===== config.mk =====
export PLATFORM = sky130hd
export DESIGN_NAME = fpd_ctrl
export DESIGN_NICKNAME = d
export VERILOG_FILES = /design/src/fpd_pkg.sv /design/src/fpd_ctrl.sv /design/src/fpd_timer.sv
export SDC_FILE = /design/constraint.sdc
export NUM_CORES = 1
export LEC_CHECK = 0
export ABC_AREA = 1
export BUFFER_PORTS_ARGS = -buffer_cell sky130_fd_sc_hd__clkbuf_2
export CAP_MARGIN = 25
export CORE_ASPECT_RATIO = 1.4
export CORE_MARGIN = 10
export CORE_UTILIZATION = 58
export DETAILED_ROUTE_END_ITERATION = 10
export PLACE_DENSITY = 0.94
export SLEW_MARGIN = 30
export SYNTH_ARGS = -nofsm -noshare
export SYNTH_HDL_FRONTEND = slang
export SYNTH_SLANG_ARGS = --single-unit

===== constraint.sdc =====
create_clock -name core_clk -period 4.6 [get_ports core_clk]
set_clock_uncertainty 0.1 [all_clocks]
set_input_delay 0.46 -clock core_clk [delete_from_list [all_inputs] [get_ports core_clk]]
set_output_delay 0.46 -clock core_clk [all_outputs]
set_load 0.02 [all_outputs]

===== src/fpd_pkg.sv =====
// Package of constants and types for the flash plus PSRAM pin controller
package fpd_pkg;

  localparam int unsigned APB_AW = 8;

  // Register offsets
  localparam logic [7:0] OFF_CTRL   = 8'h00;
  localparam logic [7:0] OFF_ADDR   = 8'h04;
  localparam logic [7:0] OFF_WDATA  = 8'h08;
  localparam logic [7:0] OFF_CMD    = 8'h0C;
  localparam logic [7:0] OFF_STATUS = 8'h10;
  localparam logic [7:0] OFF_RDATA  = 8'h14;
  localparam logic [7:0] OFF_TIMING = 8'h18;

  // Control register fields
  localparam int unsigned CTRL_FLASH_WORD = 0;
  localparam int unsigned CTRL_PSRAM_WORD = 1;
  localparam int unsigned CTRL_BYPASS     = 2;
  localparam int unsigned CTRL_WP_HIGH    = 3;
  localparam int unsigned CTRL_BOOST      = 4;
  localparam int unsigned CTRL_RESET      = 5;
  localparam int unsigned CTRL_W          = 6;
  localparam logic [5:0]  CTRL_RST        = 6'h03;

  // Command register fields
  localparam int unsigned CMD_OP_LSB  = 0;
  localparam int unsigned CMD_LB_N    = 3;
  localparam int unsigned CMD_UB_N    = 4;

  // Address register layout: bit 0 is the byte-lane bit, 21:1 the pins
  localparam int unsigned FLASH_AW    = 21;
  localparam int unsigned ADDR_BYTE   = 0;
  localparam int unsigned PROT_A6     = 6;
  localparam int unsigned PROT_A1     = 1;
  localparam int unsigned PROT_A0     = 0;

  // Timing
  localparam int unsigned STROBE_W    = 8;
  localparam logic [7:0]  STROBE_RST  = 8'h01;

  // Program sequence
  localparam logic [1:0]  SEQ_STD_FIRST = 2'h0;
  localparam logic [1:0]  SEQ_BYP_FIRST = 2'h2;
  localparam logic [1:0]  SEQ_LAST      = 2'h3;

  typedef enum logic [2:0] {
    OP_FLASH_READ  = 3'h0,
    OP_FLASH_WRITE = 3'h1,
    OP_FLASH_PROG  = 3'h2,
    OP_PSRAM_READ  = 3'h3,
    OP_PSRAM_WRITE = 3'h4,
    OP_SECT_PROT   = 3'h5
  } fpd_op_t;

  typedef enum logic [1:0] {
    ST_IDLE   = 2'b00,
    ST_SETUP  = 2'b01,
    ST_STROBE = 2'b11,
    ST_HOLD   = 2'b10
  } fpd_state_t;

  typedef struct packed {
    logic flashSelN;
    logic psramSelect1N;
    logic psramSelect2;
    logic outGateN;
    logic writeStrobeN;
    logic flashWidthSelect;
    logic psramWidthSelect;
    logic psramByteAddr;
    logic lowerLaneMaskN;
    logic upperLaneMaskN;
    logic flashResetN;
    logic resetElevated;
    logic protectAccelHigh;
    logic protectAccelBoost;
  } fpd_ctl_pins_t;

  typedef struct packed {
    logic [15:0] dout;
    logic [15:0] oe;
  } fpd_dq_t;

  localparam fpd_ctl_pins_t PINS_IDLE = '{
    flashSelN: 1'b1, psramSelect1N: 1'b1, psramSelect2: 1'b0,
    outGateN: 1'b1, writeStrobeN: 1'b1, flashWidthSelect: 1'b1,
    psramWidthSelect: 1'b1, psramByteAddr: 1'b0, lowerLaneMaskN: 1'b1,
    upperLaneMaskN: 1'b1, flashResetN: 1'b1, resetElevated: 1'b0,
    protectAccelHigh: 1'b0, protectAccelBoost: 1'b0};

endpackage : fpd_pkg


===== src/fpd_ctrl.sv =====
// Host controller that drives the flash plus PSRAM package pins from APB
//
// Chosen here: the address map and the APB register port.
`timescale 1ns/1ps
`default_nettype none
// Behaviour
// RULE1 - Host uses listed pin sets only; never flash and PSRAM selected together
// RULE2 - Flash read: flash select and output gate low, write strobe high
// RULE3 - Flash command: write strobe and flash select low, output gate high
// RULE4 - Width select high gives a sixteen-bit flash data bus
// RULE5 - Width select low: low byte only, top pin is byte address
// RULE6 - Width select also picks byte or word program data
// RULE7 - After reset the flash reads array data without a command
// RULE8 - A bank stays in array read until a write changes its command
// RULE9 - Unlock bypass programs in two write cycles instead of four
// RULE10 - Flash space splits into four banks picked by bank address bits
// RULE11 - Erase targets one sector, several sectors, or the whole array
// RULE12 - Protect pin low keeps both outer boot sectors protected; the device model protects only the sector at address 4'hF
// RULE13 - Protect pin high: boot sectors follow last protect or unprotect
// RULE14 - Boost level enters bypass and unprotects all sectors temporarily
// RULE15 - Boost level shortens programming time by forty percent
// RULE16 - Boost level only for accelerated programming; pin never left floating
// RULE17 - Autoselect reads return codes from a separate internal register
// RULE18 - PSRAM byte mode: extra address pin, data on low lane only
// RULE19 - Flash reset low tristates outputs and ignores other controls
// RULE20 - Sector protect: elevated reset, A6 low, A1 high, A0 low, write pulse
module fpd_ctrl
  import fpd_pkg::*;
#(
  parameter logic [2:0][FLASH_AW-1:0] UNLK_ADDR = '0,
  parameter logic [2:0][15:0]         UNLK_DATA = '0
) (
  input  wire logic                core_clk,  // 10 MHz clock
  input  wire logic                rstn,      // Async reset, active low
  input  wire logic                ce,        // Clock enable
  input  wire logic [APB_AW-1:0]   paddr,     // APB address
  input  wire logic                psel,      // APB select
  input  wire logic                penable,   // APB enable
  input  wire logic                pwrite,    // APB direction
  input  wire logic [31:0]         pwdata,    // APB write data
  output logic                     pready,    // APB ready
  output logic [31:0]              prdata,    // APB read data
  output logic                     pslverr,   // APB error
  output fpd_ctl_pins_t            ctlPins,   // Control pins to the package
  output logic [FLASH_AW-1:0]      addrPins,  // Address pins
  output fpd_dq_t                  dqPins,    // Data pins out and enables
  input  wire logic [15:0]         dqIn       // Data pins in
);

  fpd_state_t               state_reg,  state_next;
  logic [1:0]               seq_reg,    seq_next;
  fpd_ctl_pins_t            pins_reg,   pins_next;
  logic [FLASH_AW-1:0]      apin_reg,   apin_next;
  fpd_dq_t                  dq_reg,     dq_next;
  logic [15:0]              rdata_reg,  rdata_next;
  logic [CTRL_W-1:0]        ctrl_reg,   ctrl_next;
  logic [FLASH_AW:0]        addr_reg,   addr_next;
  logic [15:0]              wdata_reg,  wdata_next;
  fpd_op_t                  op_reg,     op_next;
  logic [1:0]               mask_reg,   mask_next;
  logic [STROBE_W-1:0]      tim_reg,    tim_next;
  logic                     err_reg,    err_next;
  logic                     timLoad;
  logic                     timDone;
  logic                     wrAcc;
  logic                     rdAcc;
  logic                     mapped;
  logic                     busy;
  logic                     flashOp;
  logic                     boostNow;
  logic                     bypassNow;

  assign wrAcc  = psel && penable && pwrite;
  assign rdAcc  = psel && penable && !pwrite;
  assign busy   = (state_reg != ST_IDLE);
  assign mapped = (paddr == OFF_CTRL) || (paddr == OFF_ADDR) ||
                  (paddr == OFF_WDATA) || (paddr == OFF_CMD) ||
                  (paddr == OFF_STATUS) || (paddr == OFF_RDATA) ||
                  (paddr == OFF_TIMING);
  assign flashOp = (op_reg != OP_PSRAM_READ) && (op_reg != OP_PSRAM_WRITE);
  // Boost is raised only while a program sequence runs
  assign boostNow  = busy && (op_reg == OP_FLASH_PROG) &&
                     ctrl_reg[CTRL_BOOST];  // RULE16
  assign bypassNow = ctrl_reg[CTRL_BYPASS] || ctrl_reg[CTRL_BOOST];  // RULE14

  fpd_timer #(.W(STROBE_W)) u_timer (
    .core_clk (core_clk),
    .rstn     (rstn),
    .ce       (ce),
    .load     (timLoad),
    .loadVal  (tim_reg),
    .done     (timDone)
  );

  // APB slave: zero wait states, error on unmapped or refused command
  always_comb begin
    pready  = 1'b1;
    pslverr = psel && penable &&
              (!mapped || (pwrite && paddr == OFF_CMD &&
               (busy || ctrl_reg[CTRL_RESET])));
    prdata  = '0;
    unique case (paddr)
      OFF_CTRL:   prdata = 32'(ctrl_reg);
      OFF_ADDR:   prdata = 32'(addr_reg);
      OFF_WDATA:  prdata = 32'(wdata_reg);
      OFF_CMD:    prdata = 32'({mask_reg, op_reg});
      OFF_STATUS: prdata = 32'({op_reg, 5'h00, err_reg, bypassNow, busy});
      OFF_RDATA:  prdata = 32'(rdata_reg);
      OFF_TIMING: prdata = 32'(tim_reg);
      default:    prdata = '0;
    endcase
  end

  always_comb begin
    logic [15:0]         d;
    logic [FLASH_AW-1:0] a;
    logic                startOk;
    d          = wdata_reg;
    a          = addr_reg[FLASH_AW:1];
    startOk    = 1'b0;
    state_next = state_reg;
    seq_next   = seq_reg;
    pins_next  = pins_reg;
    apin_next  = apin_reg;
    dq_next    = dq_reg;
    rdata_next = rdata_reg;
    ctrl_next  = ctrl_reg;
    addr_next  = addr_reg;
    wdata_next = wdata_reg;
    op_next    = op_reg;
    mask_next  = mask_reg;
    tim_next   = tim_reg;
    err_next   = err_reg;
    timLoad    = 1'b0;

    if (wrAcc) begin
      unique case (paddr)
        OFF_CTRL:   ctrl_next  = pwdata[CTRL_W-1:0];
        OFF_ADDR:   addr_next  = pwdata[FLASH_AW:0];
        OFF_WDATA:  wdata_next = pwdata[15:0];
        OFF_TIMING: tim_next   = (pwdata[STROBE_W-1:0] == '0) ?
                                 STROBE_RST : pwdata[STROBE_W-1:0];
        OFF_STATUS: err_next   = err_reg && !pwdata[0];
        OFF_CMD: begin
          if (busy || ctrl_reg[CTRL_RESET]) begin
            err_next = 1'b1;
          end else begin
            startOk   = 1'b1;
            op_next   = fpd_op_t'(pwdata[CMD_OP_LSB +: 3]);
            mask_next = pwdata[CMD_UB_N:CMD_LB_N];
          end
        end
        default: ;
      endcase
    end

    // Pin levels that hold in every state
    pins_next.flashResetN      = !ctrl_reg[CTRL_RESET];
    pins_next.flashWidthSelect = ctrl_reg[CTRL_FLASH_WORD];
    pins_next.psramWidthSelect = ctrl_reg[CTRL_PSRAM_WORD];
    // Pin always driven, never floating
    pins_next.protectAccelHigh  = ctrl_reg[CTRL_WP_HIGH] || boostNow; // RULE16
    pins_next.protectAccelBoost = boostNow;  // RULE16

    unique case (state_reg)
      ST_IDLE: begin
        pins_next.flashSelN     = 1'b1;
        pins_next.psramSelect1N = 1'b1;
        pins_next.psramSelect2  = 1'b0;
        pins_next.outGateN      = 1'b1;
        pins_next.writeStrobeN  = 1'b1;
        pins_next.resetElevated = 1'b0;
        dq_next.oe              = '0;
        if (startOk) begin
          state_next = ST_SETUP;
          // Bypass shortens the program sequence to two writes
          seq_next = (op_next == OP_FLASH_PROG) ?
                     (bypassNow ? SEQ_BYP_FIRST : SEQ_STD_FIRST) :
                     SEQ_LAST;  // RULE9
        end
      end
      ST_SETUP: begin
        if (op_reg == OP_FLASH_PROG && seq_reg != SEQ_LAST) begin
          a = UNLK_ADDR[seq_reg];
          d = UNLK_DATA[seq_reg];
        end
        if (op_reg == OP_SECT_PROT) begin
          a[PROT_A6] = 1'b0;  // RULE20
          a[PROT_A1] = 1'b1;  // RULE20
          a[PROT_A0] = 1'b0;  // RULE20
        end
        apin_next = a;
        // Only one device is ever selected
        pins_next.flashSelN     = !flashOp;  // RULE1
        pins_next.psramSelect1N = flashOp;   // RULE1
        pins_next.psramSelect2  = !flashOp;  // RULE1
        pins_next.resetElevated = (op_reg == OP_SECT_PROT);  // RULE20
        pins_next.psramByteAddr = !ctrl_reg[CTRL_PSRAM_WORD] &&
                                  addr_reg[ADDR_BYTE];  // RULE18
        pins_next.lowerLaneMaskN = mask_reg[0];
        pins_next.upperLaneMaskN = mask_reg[1];
        dq_next.dout = d;
        dq_next.oe   = '0;
        if (op_reg inside {OP_FLASH_WRITE, OP_FLASH_PROG, OP_SECT_PROT}) begin
          // Program data width follows the width select
          dq_next.oe[7:0]  = 8'hFF;  // RULE6
          dq_next.oe[15:8] = ctrl_reg[CTRL_FLASH_WORD] ? 8'hFF : 8'h00;
        end else if (op_reg == OP_PSRAM_WRITE) begin
          dq_next.oe[7:0]  = (ctrl_reg[CTRL_PSRAM_WORD] && mask_reg[0]) ?
                             8'h00 : 8'hFF;
          // Upper lane stays released in PSRAM byte mode
          dq_next.oe[15:8] = (ctrl_reg[CTRL_PSRAM_WORD] && !mask_reg[1]) ?
                             8'hFF : 8'h00;  // RULE18
        end
        if (flashOp && !ctrl_reg[CTRL_FLASH_WORD]) begin
          // Byte mode: top data pin carries the byte-lane address bit
          dq_next.oe[15]   = 1'b1;  // RULE5
          dq_next.dout[15] = addr_reg[ADDR_BYTE];  // RULE5
        end
        state_next = ST_STROBE;
        timLoad    = 1'b1;
      end
      ST_STROBE: begin
        if (op_reg inside {OP_FLASH_READ, OP_PSRAM_READ}) begin
          pins_next.outGateN     = 1'b0;  // RULE2
          pins_next.writeStrobeN = 1'b1;  // RULE2
        end else begin
          pins_next.outGateN     = 1'b1;  // RULE3
          pins_next.writeStrobeN = 1'b0;  // RULE3
        end
        if (timDone && pins_reg.writeStrobeN == pins_next.writeStrobeN &&
            pins_reg.outGateN == pins_next.outGateN) begin
          state_next = ST_HOLD;
          pins_next.outGateN     = 1'b1;
          pins_next.writeStrobeN = 1'b1;
          if (op_reg == OP_FLASH_READ) begin
            // Narrow bus returns only the low byte
            rdata_next = ctrl_reg[CTRL_FLASH_WORD] ? dqIn :
                         {8'h00, dqIn[7:0]};  // RULE4
          end else if (op_reg == OP_PSRAM_READ) begin
            rdata_next = ctrl_reg[CTRL_PSRAM_WORD] ? dqIn :
                         {8'h00, dqIn[7:0]};  // RULE18
          end
        end
      end
      ST_HOLD: begin
        // Deselect between cycles keeps data and address hold clean
        dq_next.oe              = '0;
        pins_next.flashSelN     = 1'b1;
        pins_next.psramSelect1N = 1'b1;
        pins_next.psramSelect2  = 1'b0;
        pins_next.resetElevated = 1'b0;
        if (seq_reg != SEQ_LAST) begin
          seq_next   = seq_reg + 2'h1;
          state_next = ST_SETUP;
        end else begin
          state_next = ST_IDLE;
        end
      end
    endcase
  end

  always_ff @(posedge core_clk or negedge rstn) begin
    if (!rstn) begin
      state_reg <= ST_IDLE;
      seq_reg   <= SEQ_LAST;
      pins_reg  <= PINS_IDLE;
      apin_reg  <= '0;
      dq_reg    <= '0;
      rdata_reg <= '0;
      ctrl_reg  <= CTRL_RST;
      addr_reg  <= '0;
      wdata_reg <= '0;
      op_reg    <= OP_FLASH_READ;
      mask_reg  <= 2'h0;
      tim_reg   <= STROBE_RST;
      err_reg   <= 1'b0;
    end else if (ce) begin
      state_reg <= state_next;
      seq_reg   <= seq_next;
      pins_reg  <= pins_next;
      apin_reg  <= apin_next;
      dq_reg    <= dq_next;
      rdata_reg <= rdata_next;
      ctrl_reg  <= ctrl_next;
      addr_reg  <= addr_next;
      wdata_reg <= wdata_next;
      op_reg    <= op_next;
      mask_reg  <= mask_next;
      tim_reg   <= tim_next;
      err_reg   <= err_next;
    end
  end

  assign ctlPins  = pins_reg;
  assign addrPins = apin_reg;
  assign dqPins   = dq_reg;
endmodule : fpd_ctrl
`default_nettype wire


===== src/fpd_timer.sv =====
// Down counter that times the strobe phase of a bus cycle
`timescale 1ns/1ps
`default_nettype none
module fpd_timer #(
  parameter int unsigned W = 8
) (
  input  wire logic         core_clk,  // Clock
  input  wire logic         rstn,      // Async reset, active low
  input  wire logic         ce,        // Clock enable
  input  wire logic         load,      // Load pulse
  input  wire logic [W-1:0] loadVal,   // Strobe cycles to count
  output logic              done       // Count reached zero
);
  // Refuse a width too small to count a strobe
  if (W < 2) begin : g_bad_w
    $error("fpd_timer: W must be at least 2");
  end

  logic [W-1:0] count_reg;
  logic [W-1:0] count_next;

  always_comb begin
    count_next = count_reg;
    if (load) begin
      count_next = loadVal;
    end else if (count_reg != '0) begin
      count_next = count_reg - W'(1);
    end
  end

  always_ff @(posedge core_clk or negedge rstn) begin
    if (!rstn) begin
      count_reg <= '0;
    end else if (ce) begin
      count_reg <= count_next;
    end
  end

  assign done = (count_reg == '0);
endmodule : fpd_timer
`default_nettype wire


Word level (Yosys, flattened, before mapping)
Index checks and enable logic that the tools add are counted.
- flip-flop bits (word level): 153
- input port bits: 62
- output and inout port bits: 101
- logic and storage cells: 165
- $add $sub $neg: 2
- order comparisons: 1
- equality and inequality tests: 24
- mux-type cells: 48
- bitwise gates (word level): 1
- reductions and logical operators: 61
- operator list (cell ; count):
    $pmux 22 s7 ; 1
    $mux 16 ; 8
    $mux 8 ; 6
    $bmux 21 s2 ; 1
    $mux 21 ; 2
    $bmux 16 s2 ; 1
    $pmux 16 s2 ; 1
    $eq 8x5->1 const B ; 3
    $logic_not 8->1 ; 3
    $mux 2 ; 10
    $eq 8x4->1 const B ; 2
    $logic_and 1x1->1 ; 16
    $reduce_and 4->1 ; 4
    $reduce_and 3->1 ; 5
    $reduce_bool 2->1 ; 7
    $logic_or 1x1->1 ; 10
    $eq 3x2->1 const B ; 3
    $mux 1 ; 9
    $mux 3 ; 3
    $eq 8x3->1 const B ; 1
    $ne 2x2->1 const B ; 4
    $pmux 2 s2 ; 2
    $pmux 2 s4 ; 1
    $reduce_and 2->1 ; 4
    other kinds (20) ; 30

Depth between registers and ports, before layout
Gate-level depths: netlist of run 1.
- word-level depth: 10
- gate-level depth with buffers: 11
- mapped depth without buffers: 11

By module
From an unflattened synthesis of run 1, not the netlist that was laid out.
- cells, all modules: 874
- area, all modules: 7014.2 um2
- modules (own cells, without submodules) (module ; instances ; cells each ; area an instance (um2) ; sequential area each (um2)):
    fpd_ctrl ; 1 ; 780 ; 6411.1 ; 3320.7
    fpd_timer ; 1 ; 94 ; 603.1 ; 200.2

Worst setup path before layout of run 1
No wires, ideal clock.
- kind: input to output
- from: input port paddr[7]
- to: output port prdata[8]
- arrival: 1548 ps
- data required time: 4040 ps
- path slack: 2492 ps
- stages on the path: 8
- path buffers: 1
- path through: nor2_1 -> nand2_1 -> inv_1 -> nand2_2 -> inv_2 -> clkbuf_1 -> nand2_1 -> o2111ai_1
- longest elaborated chain between the ends: 2
- elaborated cells on any way between the ends: 8
- those cells by class: eq/ne: 6; mux: 1; reduce/logical: 1
- RTL lines (what ; RTL line ; RTL):
    start: declaration ; fpd_ctrl.sv:36 ; input wire logic [APB_AW-1:0] paddr,
    $eq 8x5->1 (tied with other cells) ; fpd_ctrl.sv:102 ; unique case (paddr)
    $pmux 22 s7 * ; fpd_ctrl.sv:102 ;
    end: declaration ; fpd_ctrl.sv:42 ; output logic [31:0] prdata,
Mark *: on every way between the ends. The rest lies on a longest branch, timed or not.

Worst setup path after layout of run 1
- from: register state_reg[1]
- to: register dq_reg (netlist bit dqPins[26])
- longest elaborated chain between the ends: 2
- RTL lines (what ; RTL line ; RTL):
    start: declaration ; fpd_ctrl.sv:50 ; fpd_state_t state_reg, state_next;
    start signal: assignment ; fpd_ctrl.sv:279 ; state_reg <= state_next;
    $eq 2x1->1 ; fpd_ctrl.sv:165 ; unique case (state_reg)
    $reduce_and 2->1 (no source line) ; - ;
    end signal: assignment ; fpd_ctrl.sv:283 ; dq_reg <= dq_next;
    end: declaration ; fpd_ctrl.sv:54 ; fpd_dq_t dq_reg, dq_next;
Every way passes these cells.
A chain may end at the register's enable or synchronous reset.

==> results of run 1 <==
layer usage:
layer  vias up  GRT usage
met5         -          0
met4         0      0.129
met2       334      0.405
met3        65     0.0514
met1      2897      0.261
li1       2886          -
cells in the final DEF (no fill, tap or decap), types with 7 or more instances in the layout:
cell       count
a21oi_1       23
clkbuf_16     17
clkbuf_2     140
conb_1        11
dfrtp_1      126
dfstp_2       14
ha_1           8
inv_1         90
nand2_1      252
nand3_1       26
nand4_1        8
nor2_1        46
o211ai_1       7
o21ai_0      113
o31ai_1       16
cells in the mapped netlist:
cell         n  area share
o2111ai_1    4      0.0052
buf_2        8      0.0059
nand2_2      2      0.0019
o22ai_1      3      0.0028
dfstp_2     14       0.055
xor2_1       2      0.0026
nand3_1     26       0.019
o21ai_1      6      0.0045
inv_2        4      0.0022
nor2_1      47       0.026
ha_1         8       0.015
a32o_1       3      0.0045
nor3_2       2      0.0030
o21ai_2      1      0.0013
o31ai_1     16       0.018
clkbuf_1    19       0.011
buf_1        1     0.00056
dfrtp_1    126        0.47
nor3_4       1      0.0024
nand3b_1     1      0.0011
inv_1       90       0.050
nor3_1       2      0.0015
buf_4       24       0.027
o21bai_1     1      0.0011
a21oi_1     23       0.017
nand4_1      8      0.0074
conb_1       2      0.0011
a22o_1       2      0.0026
nand2_1    252        0.14
nand3_2      2      0.0030
a31oi_1      4      0.0037
a22oi_1      1      0.0011
buf_6        2      0.0033
a221oi_1     1      0.0013
o21ai_0    113       0.084
o211ai_1     7      0.0078
stage by stage:
| step | total power, mW | util |
|---|---|---|
| 3_5_place_dp | 2.48 | 0.653 |
| 6_report | 3.86 | 0.708 |
| 4_1_cts | 3.86 | 0.708 |
| 5_1_grt | 4.05 | 0.708 |
| 3_3_place_gp | 2.44 | 0.651 |
| 2_1_floorplan | 2.21 | - |
worst max-delay path: stages (launching register included):
cell     delay [ps]
dfrtp_1         400
inv_1           150
ha_1            490
nand2_1          90
buf_4           310
inv_1           680
nand2_1         140
o21ai_0         220
logic make-up (layout without fill, tap and decap cells):
| family | after synthesis | after routing | synth area share |
|---|---|---|---|
| buf+inv | 148 | 272 | 0.0994 |
| flops | 140 | 140 | 0.522 |
| xor+xnor | 2 | 2 | 0.00260 |
| fa+ha+maj | 8 | 8 | 0.0148 |
| simple gates | 343 | 343 | 0.206 |
| other cells | 2 | 11 | 0.00111 |
| compound gates | 185 | 185 | 0.154 |
worst paths after layout:
check / to / depth (start not counted) / slack (ps) / startpoint
setup / recovery: dqPins[26]$_DFFE_PN0P_ / 7 / 1900 / state_reg[1]$_DFFE_PN0P_
hold / removal: rdata_reg[2]$_DFFE_PN0P_ / 3 / 160 / dqIn[2]
setup reg to reg: dqPins[26]$_DFFE_PN0P_ / 7 / 1900 / state_reg[1]$_DFFE_PN0P_
hold reg to reg: ctlPins[8]$_DFFE_PN1P_ / 2 / 360 / ctlPins[8]$_DFFE_PN1P_
max in group asynchronous: addrPins[11]$_DFFE_PN0P_ / 4 / 2880 / rstn
min in group asynchronous: rdata_reg[11]$_DFFE_PN0P_ / 2 / 450 / rstn
power breakdown:
| part | switching [mW] | internal, mW |
|---|---|---|
| sequential | 0.0935 | 1.38 |
| clock | 0.513 | 0.870 |
| combinational | 0.705 | 0.302 |
layout make-up:
cell class,count,share of cell area
clock buffer,23,0.0621
clock inverter,9,0.0136
inverter,94,0.0440
multi-input combinational,549,0.323
sequential,140,0.439
tap,144,0.0225
timing repair buffer,146,0.0962
==> results.toml, run 1 <==
[run_status]
status = "finished clean"

[placed_design]
gp_congestion = 0.956
port_buffers = 141
place_worst_setup_slack_ps = 1940
place_inst = 1072
dpl_cell_area_sq_um = 7410
dpl.hpwl_microns = 14100

[clock_network]
clk_path_buf_depth = 2
ctsResizeCount = 0
clock_latency_ps = 420
path_clk_slew_ps = 60
postCtsHoldBufs = 1
cts_sinks = 140
cts_tree = "yes"
cts_buffers = 17
htree_num_levels = 4
cts_setup_buffers = 0
cts-root-buf = "clkbuf_16"

[grt]
grt_pass1_wl_microns = 31500
grt_max_degree = 65
antenna_found_initial = 0
grt_pass1_vias = 6294
grt-ovfl-total = 0
grt_use_total = 0.234

[sta]
rsz0062_at_grt = "no"
period_share = 0.588
setup_viol = 0
period_minus_slack_ps = 2700
max_freq_mhz = 370
final-max-slew-violation-count = 0
maxSlewHeadroom = 0.355
tightest_slew_ps = 965
setup_slack_ps = 1900
finalSetupTns_ps = 0
final-hold-violation-count = 0
hold_slack_ps = 161

[detailed_routing]
vias = 6182
wire_per_inst_microns = 17.7
drt_iter0_drc = 475
met2_wirelength_microns = 9970
wl_met3_microns = 1430
wl_met1_microns = 7300
routed.top_layer = "met4"
detail_route.first_pass.iterations = 6
vias_per_cell = 5.59
route.detailed.drc = 0
antenna_left = 0
wl_microns = 19600

[cells_and_area]
drive_gt1_frac = 0.211
regArea_sq_um = 3520
fillers = 866
largest_reg_flops = 22
area_growth_pct = 18.9
fin_cells = 1105
n_antenna_cell = 0
multiInputGateArea_sq_um = 2590
nets = 1018
final_area_sq_um = 8030

[die]
chipWidth_microns = 111
die_y_microns = 148
io_pins = 163
fp-row-count = 46
dieArea_sq_um = 16400
core_area_sq_um = 11300
initial_utilization = 0.595

[yosys]
synth.distinct_cells = 36
synth_warnings = 0
synth_area_per_cell_sq_um = 8.15
ys_seq_elements = 140
yosysSeqAreaShare = 0.522
syn_inst = 828
synthesis.area_sq_um = 6750

[worst_setup_path]
cp_data_required_time_ps = 4830
crit_fanout = 51
worstSetupPathType = "reg -> reg"
critPathLaunchType = "flip-flop"
endpoint_kind = "flip-flop"
arrival_ps = 2930

[pwr]
p_leak_nw = 4.14
vdd_drop_max_mv = 0.378
power.density_nw_per_um2 = 481

[run]
max_cap_violations = 0

[worst_hold_path]
hp-class = "in -> reg"
No activity file was read; power rests on OpenSTA's default activity.
==> inputs of run 2 (changes only) <==
Settings changed: CORE_UTILIZATION 58 to 54, PLACE_DENSITY 0.94 to 0.88.
Clock period 4.6 ns to 2.65 ns, I/O delays scaled along.
==> run 2 against run 1 <==
First-iteration DRC count increased by 41%. Sequential share of layout area decreased by 1.8 points. Clock power increased by 83%. Critical endpoint is now prdata[0].
==> results.toml, run 2 (synthesis results as in run 1) <==
[run_status]
status = "finished clean"

[clock_network]
htree_num_levels = 4
cts_setup_buffers = 0
ctsResizeCount = 0
cts_tree = "yes"
cts-root-buf = "clkbuf_16"
clock_latency_ps = 420
clk_path_buf_depth = 2
cts_buffers = 17
path_clk_slew_ps = 60
cts_sinks = 140

[die]
io_pins = 163
die_y_microns = 152
dieArea_sq_um = 17400
fp-row-count = 48
chipWidth_microns = 114
core_area_sq_um = 12300
initial_utilization = 0.548

[detailed_routing]
drt_iter0_drc = 668
route.detailed.drc = 0
wl_microns = 18800
detail_route.first_pass.iterations = 5
vias = 6160
wire_per_inst_microns = 16.4
antenna_left = 0
vias_per_cell = 5.38

[worst_setup_path]
arrival_ps = 1930
cp_data_required_time_ps = 2290
crit_buf_inv = 2
r2r-start = "state_reg[1]$_DFFE_PN0P_"
cp_slowest_cell = "dfrtp_1"
critPathMaxStageDelay_ps = 410
crit_start = "state_reg[1]$_DFFE_PN0P_"
reg2reg_slack_ps = 590
critPathTopFamily = "flip-flops"
crit_cells = 6
reg2reg_depth = 9
endpoint_kind = "output pin"
worstSetupPathType = "reg -> out"
cp-endpoint = "prdata[0]"
critPathLaunchType = "flip-flop"
crit_fanout = 6
crit_chain = "inv_1, ha_1, o22ai_1, nor2_1, nand4_1, clkbuf_2"
r2r-end = "state_reg[0]$_DFFE_PN0P_"

[sta]
max_freq_mhz = 436
period_minus_slack_ps = 2290
setup_slack_ps = 357
maxSlewHeadroom = 0.657
hold_slack_ps = 17.5
final-hold-violation-count = 0
period_share = 0.865
rsz0062_at_grt = "no"
setup_viol = 0
tightest_slew_ps = 514
finalSetupTns_ps = 0
final-max-slew-violation-count = 0

[placed_design]
place_inst = 1087
place_worst_setup_slack_ps = 515
port_buffers = 141
dpl.hpwl_microns = 13700
gp_congestion = 0.923

[worst_hold_path]
hp-start = "ce"
hp-class = "in -> reg"

[pwr]
p_leak_nw = 4.31
power.density_nw_per_um2 = 820
vdd_drop_max_mv = 0.482
power_mw = 6.87

[cells_and_area]
drive_gt1_frac = 0.214
mostFrequentLayoutCell = "nand2_1"
largest_reg_flops = 22
fin_cells = 1145
n_antenna_cell = 0
area_growth_pct = 24.1
final_cell_mix = "nand2_1, clkbuf_2, dfrtp_1, o21ai_0, inv_1"
nets = 1052

[grt]
use_met2 = 0.355
grt_max_degree = 57
groute.layer.met3.usage = 0.0504
antenna_found_initial = 0
grt-ovfl-total = 0
grt_use_total = 0.217
grt_busiest_layer = "met2"
grtUsageMet1 = 0.259
grt_pass1_wl_microns = 30700
grt_pass1_vias = 6089

[run]
max_cap_violations = 0
-- run 2: area by class of cell --
cell class | instances | area, sq um
fillers | 967 | 3940
flip-flops and latches | 140 | 3520
multi-input cells | 549 | 2590
repair buffers | 180 | 1080
clock buffers | 23 | 508
inverters | 94 | 353
well taps | 150 | 188
clock inverters | 9 | 131
-- run 2: metal layers --
layer | up-vias | wire length [microns]
li1 | 2966 | -
met1 | 2879 | 7280
met2 | 274 | 9340
met3 | 41 | 1480
met4 | 0 | 651
met5 | - | 0
-- run 2: stage by stage --
step,util,instance area [sq um]
after global placement,0.607,7480
after CTS,0.680,8380
after floorplan,-,6780
final,0.680,8380
after global routing,0.680,8380
after detailed placement,0.607,7480
-- run 2: worst min path at each step --
stage | to | depth (start not counted)
final | ctlPins[8]$_DFFE_PN1P_ | 3
after global routing | wdata_reg[15]$_DFFE_PN0P_ | 3
after CTS | addr_reg[11]$_DFFE_PN0P_ | 3
after detailed placement | rdata_reg[14]$_DFFE_PN0P_ | 1
after global placement | rdata_reg[14]$_DFFE_PN0P_ | 1
after floorplan | addrPins[0]$_DFFE_PN0P_ | 0
-- run 2: timing repair --
item	CTS	global route
hold endpoints to repair	75	0
hold buffers	26	0
endpoints found under the setup margin	0	0
-- run 2: report_power, final --
group          internal [mW]  switching (mW)
registers               2.40           0.161
logic                  0.580            1.21
clock network           1.63           0.888
total                   4.61            2.26
-- run 2: worst min-delay path, cell delays in order --
cell and delay, ps:
clkbuf_2 130, nand2_1 80, nand2_1 60
